### config.mk
export PLATFORM = sky130hd
export DESIGN_NAME = gcc_top
export DESIGN_NICKNAME = d
export VERILOG_FILES = /design/src/rtl/gcc_pkg.sv /design/src/rtl/gcc_top.sv
export SDC_FILE = /design/constraint.sdc
export NUM_CORES = 1
export LEC_CHECK = 0
export ABC_AREA = 1
export ABC_CLOCK_PERIOD_IN_PS = 2400
export BUFFER_PORTS_ARGS = -buffer_cell sky130_fd_sc_hd__buf_4
export CORE_UTILIZATION = 55
export CTS_CLUSTER_DIAMETER = 60
export DETAILED_ROUTE_END_ITERATION = 12
export PLACE_DENSITY = 0.78
export SLEW_MARGIN = 40
export SYNTH_ARGS = -nofsm -noshare
export SYNTH_HDL_FRONTEND = slang
export SYNTH_SLANG_ARGS = --single-unit
### constraint.sdc
create_clock -name CLK -period 2.4 [get_ports CLK]
set_clock_uncertainty 0.2 [all_clocks]
set_input_delay 0 -clock CLK [delete_from_list [all_inputs] [get_ports CLK]]
set_output_delay 0 -clock CLK [all_outputs]
set_load 0.05 [all_outputs]
### src/rtl/gcc_pkg.sv
// constants and types shared by the receiver companion control block
package gcc_pkg;
  // pin function selections
  localparam logic [2:0] FN_SUPPLY = 3'h3;
  localparam logic [2:0] FN_READY  = 3'h4;
  localparam logic [2:0] FN_CLKSH  = 3'h5;
  // receiver io configuration values
  localparam logic [7:0] IO_CFG_READY = 8'h10;
  localparam logic [7:0] IO_CFG_CLKSH = 8'h20;
  // two-wire timing: quarter of a 100 kHz bit
  localparam int CLK_MHZ        = 250;
  localparam int I2C_QUARTER_NS = 2500;
  localparam int QUARTER_CYC    = (I2C_QUARTER_NS * CLK_MHZ) / 1000;
  localparam logic [9:0] QUARTER_LAST = 10'(QUARTER_CYC - 1);
  // aiding store and last bit index of a byte transfer
  localparam int AID_BYTES = 16;
  localparam logic [3:0] AID_LAST = 4'(AID_BYTES - 1);
  localparam logic [3:0] BIT_LAST = 4'h8;

  typedef enum logic [1:0] {
    OP_START = 2'b00,
    OP_WRITE = 2'b01,
    OP_READ  = 2'b10,
    OP_STOP  = 2'b11
  } gcc_op_e;

  typedef struct packed {
    gcc_op_e    op;
    logic [7:0] data;
    logic       nack;
  } gcc_cmd_s;

  typedef struct packed {
    logic [2:0] supply_func;
    logic [2:0] ready_func;
    logic [2:0] clksh_func;
    logic       rx_power;
    logic [7:0] io_cfg;
    logic       power_save;
    logic       local_aid;
  } gcc_cfg_s;

  localparam gcc_cfg_s CFG_RESET = '{FN_SUPPLY, FN_READY, FN_CLKSH, 1'b0, 8'h00, 1'b0, 1'b0};
endpackage

### src/rtl/gcc_top.sv
// receiver companion control: two-wire master, receiver pins, idle and aiding
// Summary of operation
// - two-wire interface is master only; never answers as an addressed slave.
// - bus lines are only pulled low or released, never driven high.
// - supply-enable pin defaults to function value 3 after reset.
// - supply-enable pin follows receiver power setting; power setting resets to 0.
// - data-ready pin defaults to function value 4 after reset.
// - data-ready wakes only with power setting 1 and io configuration 16.
// - otherwise data-ready pin has output disabled and pull-down enabled.
// - clock-sharing pin defaults to function value 5.
// - clock-sharing pin outputs sync signal when power 1 and io config 32.
// - clock-sharing pin drives constant low when its conditions fail with function value 5 selected; otherwise output disabled.
// - with power saving on and no traffic pending, request idle.
// - data-ready indication wakes the device so no receiver data is lost.
// - local aiding saves receiver data locally and restores it on next power-up.
`timescale 1ns/1ps
module gcc_top
  import gcc_pkg::*;
#(
  parameter logic [6:0] RECEIVER_ADDR = 7'h10 // arbitrary default bus address
)(
  // clock and reset
  input  wire logic     CLK,
  input  wire logic     RESETN,
  // configuration
  input  wire logic     CFG_WE,
  input  wire gcc_cfg_s CFG_IN,
  output gcc_cfg_s      CFG_OUT,
  // host byte commands on the companion serial bus
  input  wire logic     HOST_CMD_VALID,
  input  wire gcc_cmd_s HOST_CMD,
  output logic          HOST_CMD_READY,
  output logic          HOST_RSP_VALID,
  output logic [7:0]    HOST_RSP_DATA,
  output logic          HOST_RSP_NACK,
  // companion serial bus pins
  input  wire logic     COMPANION_SERIAL_BUS_SCL_I,
  output logic          COMPANION_SERIAL_BUS_SCL_O,
  output logic          COMPANION_SERIAL_BUS_SCL_OE,
  input  wire logic     COMPANION_SERIAL_BUS_SDA_I,
  output logic          COMPANION_SERIAL_BUS_SDA_O,
  output logic          COMPANION_SERIAL_BUS_SDA_OE,
  // receiver pins
  output logic          RECEIVER_SUPPLY_ENABLE_PIN_O,
  output logic          RECEIVER_SUPPLY_ENABLE_PIN_OE,
  input  wire logic     RECEIVER_DATA_READY_PIN_I,
  output logic          RECEIVER_DATA_READY_PIN_OE,
  output logic          RECEIVER_DATA_READY_PIN_PD_EN,
  output logic          CLOCK_SHARING_PIN_O,
  output logic          CLOCK_SHARING_PIN_OE,
  input  wire logic     RTC_SYNC_IN,
  // power management and aiding
  output logic          WAKE_EVENT,
  input  wire logic     WAKE_ACK,
  output logic          IDLE_REQ,
  input  wire logic     AID_SAVE_REQ,
  output logic          AID_VALID,
  output logic          AID_BUSY
);

  typedef enum logic [1:0] {
    ES_IDLE  = 2'b00,
    ES_START = 2'b01,
    ES_BIT   = 2'b10,
    ES_STOP  = 2'b11
  } gcc_eng_e;

  typedef enum logic [2:0] {
    AQ_IDLE  = 3'b000,
    AQ_START = 3'b001,
    AQ_ADDR  = 3'b010,
    AQ_DATA  = 3'b011,
    AQ_STOP  = 3'b100
  } gcc_aq_e;

  gcc_cfg_s   cfg_q;
  gcc_eng_e   es_q;
  gcc_aq_e    aq_q;
  logic [1:0] phase_q;
  logic [3:0] bit_q;
  logic [9:0] qcnt_q;
  logic [8:0] sh_q;
  logic [8:0] rx_q;
  logic       scl_pull_q;
  logic       sda_pull_q;
  logic       done_q;
  logic       owner_host_q;
  logic       host_claim_q;
  logic       rsp_valid_q;
  logic [3:0] idx_q;
  logic       aq_wait_q;
  logic       save_q;
  logic       aid_ok_q;
  logic       aid_valid_q;
  logic       save_pend_q;
  logic       restore_pend_q;
  logic       power_prev_q;
  logic       drs1_q;
  logic       drs2_q;
  logic       drs3_q;
  logic       wake_pend_q;
  logic       wake_q;
  logic       idle_q;
  logic       clksh_q;
  logic [7:0] aid_mem [AID_BYTES];

  // configuration decode
  wire ready_en  = cfg_q.ready_func == FN_READY && cfg_q.rx_power
                   && cfg_q.io_cfg == IO_CFG_READY;
  wire clksh_en  = cfg_q.clksh_func == FN_CLKSH && cfg_q.rx_power
                   && cfg_q.io_cfg == IO_CFG_CLKSH;
  wire supply_fn = cfg_q.supply_func == FN_SUPPLY;
  wire power_up  = cfg_q.rx_power & ~power_prev_q;

  // byte engine handshake and arbitration; sequence owns the bus while active
  wire      seq_act   = aq_q != AQ_IDLE;
  wire      seq_valid = seq_act & ~aq_wait_q;
  wire      eng_ready = es_q == ES_IDLE;
  gcc_cmd_s seq_cmd;
  always_comb
  begin
    seq_cmd = '{OP_STOP, 8'h00, 1'b0};
    case (aq_q)
      AQ_START: seq_cmd = '{OP_START, 8'h00, 1'b0};
      AQ_ADDR:  seq_cmd = '{OP_WRITE, {RECEIVER_ADDR, save_q}, 1'b0};
      AQ_DATA:  seq_cmd = save_q ? gcc_cmd_s'{OP_READ, 8'h00, idx_q == AID_LAST}
                                 : gcc_cmd_s'{OP_WRITE, aid_mem[idx_q], 1'b0};
      default:  seq_cmd = '{OP_STOP, 8'h00, 1'b0};
    endcase
  end
  wire      cmd_valid = seq_act ? seq_valid : HOST_CMD_VALID;
  gcc_cmd_s cmd;
  assign cmd    = seq_act ? seq_cmd : HOST_CMD;
  wire eng_go   = eng_ready & cmd_valid;
  wire host_go  = eng_go & ~seq_act;

  // quarter-bit timer; a slave holding the clock low stretches the high phase
  wire tick    = qcnt_q == QUARTER_LAST;
  wire stretch = es_q == ES_BIT && phase_q == 2'h2 && !COMPANION_SERIAL_BUS_SCL_I;
  wire step    = tick & ~stretch;

  always_ff @(posedge CLK)
  begin
    if (!RESETN)
      qcnt_q <= 10'h000;
    else if (eng_ready || step)
      qcnt_q <= 10'h000;
    else if (!tick)
      qcnt_q <= qcnt_q + 10'h001;
  end

  // byte engine: master only, no address match logic exists at all
  always_ff @(posedge CLK)
  begin
    if (!RESETN)
    begin
      es_q         <= ES_IDLE;
      phase_q      <= 2'h0;
      bit_q        <= 4'h0;
      sh_q         <= 9'h1ff;
      rx_q         <= 9'h000;
      scl_pull_q   <= 1'b0;
      sda_pull_q   <= 1'b0;
      done_q       <= 1'b0;
      owner_host_q <= 1'b0;
    end
    else
    begin
      done_q <= 1'b0;
      if (eng_go)
      begin
        phase_q      <= 2'h0;
        bit_q        <= 4'h0;
        owner_host_q <= ~seq_act;
        sh_q         <= (cmd.op == OP_READ) ? {8'hff, cmd.nack} : {cmd.data, 1'b1};
        case (cmd.op)
          OP_START: es_q <= ES_START;
          OP_STOP:  es_q <= ES_STOP;
          default:  es_q <= ES_BIT;
        endcase
      end
      else if (step && !eng_ready)
      begin
        phase_q <= phase_q + 2'h1;
        case (es_q)
          ES_START:
          begin
            // release first so a repeated start also works
            case (phase_q)
              2'h0:    sda_pull_q <= 1'b0;
              2'h1:    scl_pull_q <= 1'b0;
              2'h2:    sda_pull_q <= 1'b1;
              default: scl_pull_q <= 1'b1;
            endcase
            if (phase_q == 2'h3)
            begin
              es_q   <= ES_IDLE;
              done_q <= 1'b1;
            end
          end
          ES_BIT:
          begin
            case (phase_q)
              2'h0:    sda_pull_q <= ~sh_q[8];
              2'h1:    scl_pull_q <= 1'b0;
              2'h2:    rx_q       <= {rx_q[7:0], COMPANION_SERIAL_BUS_SDA_I};
              default: scl_pull_q <= 1'b1;
            endcase
            if (phase_q == 2'h3)
            begin
              sh_q  <= {sh_q[7:0], 1'b1};
              bit_q <= bit_q + 4'h1;
              if (bit_q == BIT_LAST)
              begin
                es_q   <= ES_IDLE;
                done_q <= 1'b1;
              end
            end
          end
          ES_STOP:
          begin
            case (phase_q)
              2'h0:    sda_pull_q <= 1'b1;
              2'h1:    scl_pull_q <= 1'b0;
              default: sda_pull_q <= 1'b0;
            endcase
            if (phase_q == 2'h2)
            begin
              es_q   <= ES_IDLE;
              done_q <= 1'b1;
            end
          end
          default: es_q <= ES_IDLE;
        endcase
      end
    end
  end

  // host side bookkeeping
  always_ff @(posedge CLK)
  begin
    if (!RESETN)
    begin
      host_claim_q <= 1'b0;
      rsp_valid_q  <= 1'b0;
    end
    else
    begin
      rsp_valid_q <= done_q & owner_host_q;
      if (host_go && cmd.op == OP_START)
        host_claim_q <= 1'b1;
      else if (host_go && cmd.op == OP_STOP)
        host_claim_q <= 1'b0;
    end
  end

  // aiding sequencer: read receiver data out, write it back at power-up
  wire seq_done  = done_q & ~owner_host_q & aq_wait_q;
  wire launch_ok = aq_q == AQ_IDLE && eng_ready && !host_claim_q;
  always_ff @(posedge CLK)
  begin
    if (!RESETN)
    begin
      aq_q           <= AQ_IDLE;
      aq_wait_q      <= 1'b0;
      save_q         <= 1'b0;
      idx_q          <= 4'h0;
      aid_ok_q       <= 1'b0;
      aid_valid_q    <= 1'b0;
      save_pend_q    <= 1'b0;
      restore_pend_q <= 1'b0;
    end
    else
    begin
      if (AID_SAVE_REQ && cfg_q.local_aid && cfg_q.rx_power)
        save_pend_q <= 1'b1;
      if (power_up && cfg_q.local_aid && aid_valid_q)
        restore_pend_q <= 1'b1;
      if (launch_ok && (restore_pend_q || save_pend_q))
      begin
        // restore first: a fresh receiver needs its data before any new save
        save_q   <= ~restore_pend_q;
        if (restore_pend_q)
          restore_pend_q <= power_up && cfg_q.local_aid && aid_valid_q;
        else
          save_pend_q <= AID_SAVE_REQ && cfg_q.local_aid && cfg_q.rx_power;
        aq_q     <= AQ_START;
        idx_q    <= 4'h0;
        aid_ok_q <= 1'b1;
      end
      if (eng_go && seq_act)
        aq_wait_q <= 1'b1;
      if (seq_done)
      begin
        aq_wait_q <= 1'b0;
        case (aq_q)
          AQ_START: aq_q <= AQ_ADDR;
          AQ_ADDR:
          begin
            aq_q     <= rx_q[0] ? AQ_STOP : AQ_DATA;
            aid_ok_q <= ~rx_q[0];
          end
          AQ_DATA:
          begin
            idx_q <= idx_q + 4'h1;
            if ((!save_q && rx_q[0]) || idx_q == AID_LAST)
              aq_q <= AQ_STOP;
            if (!save_q && rx_q[0])
              aid_ok_q <= 1'b0;
          end
          default:
          begin
            aq_q <= AQ_IDLE;
            if (save_q)
              aid_valid_q <= aid_ok_q;
          end
        endcase
      end
    end
  end

  // aiding store has no reset; its contents count only once marked valid
  always_ff @(posedge CLK)
  begin
    if (seq_done && aq_q == AQ_DATA && save_q)
      aid_mem[idx_q] <= rx_q[8:1];
  end

  // configuration with power-on defaults
  always_ff @(posedge CLK)
  begin
    if (!RESETN)
    begin
      cfg_q        <= CFG_RESET;
      power_prev_q <= 1'b0;
    end
    else
    begin
      power_prev_q <= cfg_q.rx_power;
      if (CFG_WE)
        cfg_q <= CFG_IN;
    end
  end

  // data-ready sampling and wake; first stage feeds only the second
  always_ff @(posedge CLK)
  begin
    if (!RESETN)
    begin
      drs1_q      <= 1'b0;
      drs2_q      <= 1'b0;
      drs3_q      <= 1'b0;
      wake_pend_q <= 1'b0;
      wake_q      <= 1'b0;
    end
    else
    begin
      drs1_q <= RECEIVER_DATA_READY_PIN_I;
      drs2_q <= drs1_q;
      drs3_q <= drs2_q;
      wake_q <= ready_en & drs2_q & ~drs3_q;
      // a new indication wins over an acknowledge in the same cycle
      if (ready_en && drs2_q && !drs3_q)
        wake_pend_q <= 1'b1;
      else if (WAKE_ACK)
        wake_pend_q <= 1'b0;
    end
  end

  // idle request and clock-sharing output
  wire pending = !eng_ready || seq_act || host_claim_q || wake_pend_q
                 || save_pend_q || restore_pend_q;
  always_ff @(posedge CLK)
  begin
    if (!RESETN)
    begin
      idle_q  <= 1'b0;
      clksh_q <= 1'b0;
    end
    else
    begin
      idle_q  <= cfg_q.power_save & ~pending;
      clksh_q <= clksh_en & RTC_SYNC_IN;
    end
  end

  // pins: bus lines open drain, output value always low
  assign COMPANION_SERIAL_BUS_SCL_O    = 1'b0;
  assign COMPANION_SERIAL_BUS_SDA_O    = 1'b0;
  assign COMPANION_SERIAL_BUS_SCL_OE   = scl_pull_q;
  assign COMPANION_SERIAL_BUS_SDA_OE   = sda_pull_q;
  assign RECEIVER_SUPPLY_ENABLE_PIN_O  = cfg_q.rx_power;
  assign RECEIVER_SUPPLY_ENABLE_PIN_OE = supply_fn;
  assign RECEIVER_DATA_READY_PIN_OE    = 1'b0;
  assign RECEIVER_DATA_READY_PIN_PD_EN = ~ready_en;
  assign CLOCK_SHARING_PIN_O           = clksh_q;
  assign CLOCK_SHARING_PIN_OE          = cfg_q.clksh_func == FN_CLKSH;
  assign CFG_OUT                       = cfg_q;
  assign HOST_CMD_READY                = eng_ready & ~seq_act;
  assign HOST_RSP_VALID                = rsp_valid_q;
  assign HOST_RSP_DATA                 = rx_q[8:1];
  assign HOST_RSP_NACK                 = rx_q[0];
  assign WAKE_EVENT                    = wake_q;
  assign IDLE_REQ                      = idle_q;
  assign AID_VALID                     = aid_valid_q;
  assign AID_BUSY                      = seq_act;

endmodule
**Word-level counts from Yosys, hierarchy flattened**

Memories as Yosys holds them, arrays and structs flattened. A register that Yosys moved wholly into a read port is not among the register bits.
Index checks and enable logic that the tools add are counted.

- Bits in registers: 83
- RAM bits: 128
- Logic and storage cells: 211
- Memories: 1

Memories:

| name | depth | bits a word | read ports | clocked after memory_dff | wr ports | line | RTL |
|---|---|---|---|---|---|---|---|
| aid_mem | 16 | 8 | 1 | 1 | 1 | gcc_top.sv:105 | `logic [7:0] aid_mem [AID_BYTES];` |

- Add/subtract/negate cells: 4
- Equal/unequal tests: 28
- Multiplexer cells: 54
- Bitwise logic cells: 28
- Reduce and logical (&&, ||, !) cells: 61

Operator list:

| kind | number |
|---|---|
| 2-to-1 mux 9 bit | 5 |
| case mux 11 bit (3 select lines) | 1 |
| logical AND 1 bit | 22 |
| 2-to-1 mux 1 bit | 22 |
| 2-to-1 mux 11 bit | 2 |
| 2-to-1 mux 4 bit | 4 |
| NOT 1 bit | 15 |
| AND 1 bit | 13 |
| == test 2 bit (second input constant) | 6 |
| 2-to-1 mux 2 bit | 6 |
| 2-to-1 mux 3 bit | 4 |
| nonzero test 2 bit | 6 |
| adder 10 x 1 -> 10 bit (second input constant) | 1 |
| == test 10 bit (second input constant) | 1 |
| case mux 1 bit (2 select lines) | 5 |
| AND reduction 5 bit | 2 |
| OR reduction 2 bit | 5 |
| == test 3 x 2 -> 1 bit (second input constant) | 3 |
| != test 3 bit (second input constant) | 3 |
| case mux 3 bit (3 select lines) | 1 |
| AND reduction 3 bit | 3 |
| adder 4 x 1 -> 4 bit (second input constant) | 2 |
| == test 4 bit (second input constant) | 2 |
| == test 8 x 5 -> 1 bit (second input constant) | 1 |
| other kinds (19) | 40 |

**Longest topological paths before layout**

- Word-level depth: 9
- Depth in mapped cells: 13
- Gate-level depth less buffers: 13

**Least setup slack after synthesis**

Ideal clock, no wire load.

- Path type: register to register
- Start: reg es_q[0]
- End: reg sh_q[0]
- Data arrival time: 1.845 ns
- Required time: 2.062 ns
- Setup slack: 0.216 ns
- Cell stages (with the launch flop): 11
- Path buffers: 1
- Clock period less this slack: 2.184 ns
- Path through: dfxtp_1 > inv_1 > ha_1 > inv_1 > nor2_4 > nand2_1 > nand2_2 > inv_2 > buf_4 > o21ai_1 > o211ai_1

- Longest elaborated chain between the ends: 8

Ends and longest elaborated chain:

| item | line | RTL |
|---|---|---|
| start: declaration | gcc_top.sv:77 | `gcc_eng_e es_q;` |
| start signal: assignment | gcc_top.sv:157 | `es_q <= ES_IDLE;` |
| start signal: assignment | gcc_top.sv:177 | `OP_START: es_q <= ES_START;` |
| start signal: assignment | gcc_top.sv:178 | `OP_STOP: es_q <= ES_STOP;` |
| == test 2 bit | gcc_top.sv:139, gcc_top.sv:185 |  |
| logical AND 1 bit (2 in series) | gcc_top.sv:139 | `wire stretch = es_q == ES_BIT && phase_q == 2'h2 && !COMPANION_SERIAL_BUS_SCL_I;` |
| NOT 1 bit | gcc_top.sv:140 | `wire step = tick & ~stretch;` |
| AND 1 bit | gcc_top.sv:140 |  |
| logical AND 1 bit | gcc_top.sv:182 | `else if (step && !eng_ready)` |
| nonzero test 2 bit (no line) | - |  |
| AND reduction 3 bit (no line) | - |  |
| end signal: assignment | gcc_top.sv:175 | `sh_q <= (cmd.op == OP_READ) ? {8'hff, cmd.nack} : {cmd.data, 1'b1};` |
| end signal: assignment | gcc_top.sv:211 | `sh_q <= {sh_q[7:0], 1'b1};` |
| end: declaration | gcc_top.sv:82 | `logic [8:0] sh_q;` |

Several ways; a longest one is shown, not always the timed one.
A chain may end at the register's enable or synchronous reset.

**Worst setup path after layout**

- Start: reg es_q[0]
- End: reg host_claim_q

- Longest elaborated chain between the ends: 5

Ends and longest elaborated chain:

| item | line | RTL |
|---|---|---|
| zero test 2 bit * | gcc_top.sv:118 | `wire eng_ready = es_q == ES_IDLE;` |
| AND 1 bit * | gcc_top.sv:134 | `wire eng_go = eng_ready & cmd_valid;` |
| AND 1 bit * | gcc_top.sv:135 | `wire host_go = eng_go & ~seq_act;` |
| logical AND 1 bit (on tied branches) | gcc_top.sv:250, gcc_top.sv:252 |  |
| 2-to-1 mux 1 bit or nonzero test 2 bit (tied branches) | - |  |
| end signal: assignment | gcc_top.sv:244 | `host_claim_q <= 1'b0;` |
| end signal: assignment | gcc_top.sv:251 | `host_claim_q <= 1'b1;` |
| end signal: assignment | gcc_top.sv:253 | `host_claim_q <= 1'b0;` |
| end: declaration | gcc_top.sv:88 | `logic host_claim_q;` |

Mark *: on every way between the ends. The rest lies on a longest branch, timed or not.

==> summary.txt <==
Global routing
  – Total Routing Usage GR: a little over a quarter
  – Grt ovf: 0
  – First-pass GRT wire length: 36500 um
  – Vias in the first global route: 7542
  – Initial antenna violation count: 0
  – Largest net degree at the start of global routing: 40

Pwr
  – PD cells: 671 nW/um2
  – Worst VDD drop: 0.000613 V
  – P_leak: slightly below 5 nW
  – Pwr Total: around 7.8 mW

Synth
  – Synth area leaders: edfxtp_1 41%, dfxtp_1 18%, nand2_1 8.8%
  – Post-synthesis cell area: 9350 um2
  – Fraction of registers with async set/reset: 0%
  – Synth unique cells: 41
  – Synth area leader: edfxtp_1
  – Synth Instances: 1027
  – Most common cell in the netlist: nand2_1
  – Sequential area share after synthesis: between 50% and 60%
  – Most common library cells after synthesis: 218 x nand2_1, 177 x nor2_1, 128 x edfxtp_1
  – Synth Flop Type: edfxtp_1
  – Number of synthesized flops with an enable pin: about 130
  – Post-Syn Area per Cell: ~9.1 um2
  – Yosys Warn Count: 0
  – Yosys reg bits: 211
  – Share of the synthesized area in the top cell type: slightly above 40%

Drt
  – DRC violations left: 0
  – Detail Route Antenna Nets: 0
  – Via/cell ratio: around 5.3
  – Drt total wl: 23100 um
  – 1st-pass router iterations: 6
  – Initial DRC count: ~600
  – Vias post-DR: 7627
  – Wire per inst: approximately 16 um

Clocking
  – CTS max path bufs: 3
  – Clock sinks: approximately 210
  – CTS tree: done
  – H-tree lvl count: 1
  – Total clock buffers created by CTS: 22
  – Post-CTS Setup Inserts: 0
  – Clock latency on the worst-skew pair: between 500 and 600 ps
  – Root buffer cell: clkbuf_16
  – Clock transition at path regs: around 60 ps

Worst setup path
  – CP Launch Type: flop
  – Worst EP required: roughly 2600 ps
  – CP max FO: 4
  – Crit Reg-Reg Endpoint: host_claim_q$_SDFFE_PN0P_
  – CP Capture Type: flop
  – R2R cell count: 7
  – Worst reg2reg startpoint: es_q[0]$_SDFFE_PN0P_
  – Crit Path Category: flop to flop
  – Critical path origin: es_q[0]$_SDFFE_PN0P_
  – Worst path arrival time: between 2000 and 2500 ps
  – Reg2Reg Setup Slack: 150 ps

STA
  – Worst setup margin: roughly 150 ps
  – Actual slew at the worst max-slew pin: between 800 and 900 ps
  – Relative slew slack: roughly two fifths
  – Max Slew Vio Count: 0
  – Final setup fails: 0
  – Clock period minus worst slack: between 2000 and 2500 ps
  – Worst hold margin: -8.35 ps
  – Crit share post-route: a little over nine tenths
  – RSZ-0062 raised after global routing: false
  – Final hold vios: 1
  – Setup TNS: 0 ps
  – Fmax: ~440 MHz

Finish
  – Final instance area: approximately 12000 um2
  – Post-Layout Cell Count: 1428
  – Layout cells sized above 1: ~16%
  – Area occupied by multi-input gates: between 3000 and 4000 um2
  – Fin nets: 1255
  – Fill cell count: around 1200
  – Util after Layout: between 70% and 80%
  – FF+latch area: 5510 um2
  – ANT cells: 0
  – Area Growth Syn to Fin: 24.3%

Place
  – IO Port Bufs: 82
  – HPWL Detailed: roughly 14000 um
  – Routability cong.: roughly 0.88
  – Dpl cells: 1324
  – Post-Place Cell Area: ~10000 um2
  – Dpl ws: between 100 and 150 ps

Run status
  – Failing checks: negative hold slack
  – Outcome: finished, violations left

Hold path
  – Hold path endpoint: sh_q[0]$_SDFFE_PN1P_
  – Hold Crit Start: HOST_CMD[9]
  – Worst Hold Class: input pin to flop
  – Hold Crit Depth: 6

Floorplan
  – Core ar.: 16600 um2
  – Initial Util: a little under three fifths
  – # rows: 47
  – I/O pin count: 86
  – Die X-Extent: around 130 um
  – Die area: about 18000 um2
  – Vert. Die Dim: between 100 and 150 um

Run
  – Maximum Capacitance Violations: 0
[metal layers]
metal | global-route usage [%] | up-vias | routed length, um
met2 | 46.6 | 293 | 11700
met4 | 9.26 | 0 | 597
met1 | 33.0 | 3590 | 9380
li1 | - | 3693 | -
met3 | 3.61 | 51 | 1480
met5 | 0 | - | 0
[power breakdown]
group,switching (mW),internal (mW)
clock,1.34,1.75
sequential,0.0524,3.87
combinational,0.482,0.298
total,1.88,5.92
[how the worst max path moves through the flow]
stage                     cells after the start  slack [ps]                         to
final                                         7         150  host_claim_q$_SDFFE_PN0P_
after global routing                         11          10       sh_q[1]$_SDFFE_PN1P_
after CTS                                    10          30       es_q[1]$_SDFFE_PN0P_
after detailed placement                      9         110    aid_mem[6][4]$_DFFE_PP_
after global placement                        9         170    aid_mem[6][4]$_DFFE_PP_
after floorplan                              10         220       sh_q[0]$_SDFFE_PN1P_
[logic make-up after synthesis]
group	synth area share, %
other	0.0401
buffers and inverters	6.62
XOR/XNOR	0.187
flip-flops	58.9
AO/OA/AOI/OAI	10.3
adder cells (fa/ha/maj)	2.68
AND/OR/NAND/NOR	21.3
[cells in the final DEF (no fill, tap or decap), types with 12 or more instances in the layout]
| cell | n |
|---|---|
| a21oi_1 | 31 |
| buf_4 | 115 |
| clkbuf_16 | 23 |
| dfxtp_1 | 80 |
| dlygate4sd3_1 | 66 |
| edfxtp_1 | 128 |
| ha_1 | 20 |
| inv_1 | 107 |
| nand2_1 | 217 |
| nand3_1 | 36 |
| nor2_1 | 176 |
| nor3_1 | 12 |
| o21ai_0 | 94 |
[sequential cells by signal, summed over array words and instances, names as in the netlist, 2 cells and up]
| signal | flops |
|---|---|
| es_q | 2 |
| CFG_OUT | 19 |
| aq_q | 3 |
| qcnt_q | 10 |
| rx_q | 9 |
| idx_q | 4 |
| aid_mem | 128 |
| phase_q | 2 |
| bit_q | 4 |
| sh_q | 9 |
[cell type report]
type                       instances  share of cell area [%]
clock buffer                      28                    5.12
timing repair buffer             181                    13.1
inverter                         113                    3.65
sequential                       211                    47.4
tap                              220                    2.37
multi-input combinational        665                    27.9
clock inverter                    10                   0.420
[critical path: stages (launching register included)]
cell and delay, ps:
dfxtp_1 340, inv_1 110, ha_1 340, inv_1 190, nor2_4 170, nand3_1 80, dlygate4sd3_1 580, o22ai_1 170
[what timing repair did]
item / in CTS / in global routing
endpoints found under the setup margin: 0 / 49
hold buffers: 66 / 0
hold endpoints to repair: 63 / 0
resized for setup: 0 / 5
Note: power is estimated with default switching activity, not from simulation.
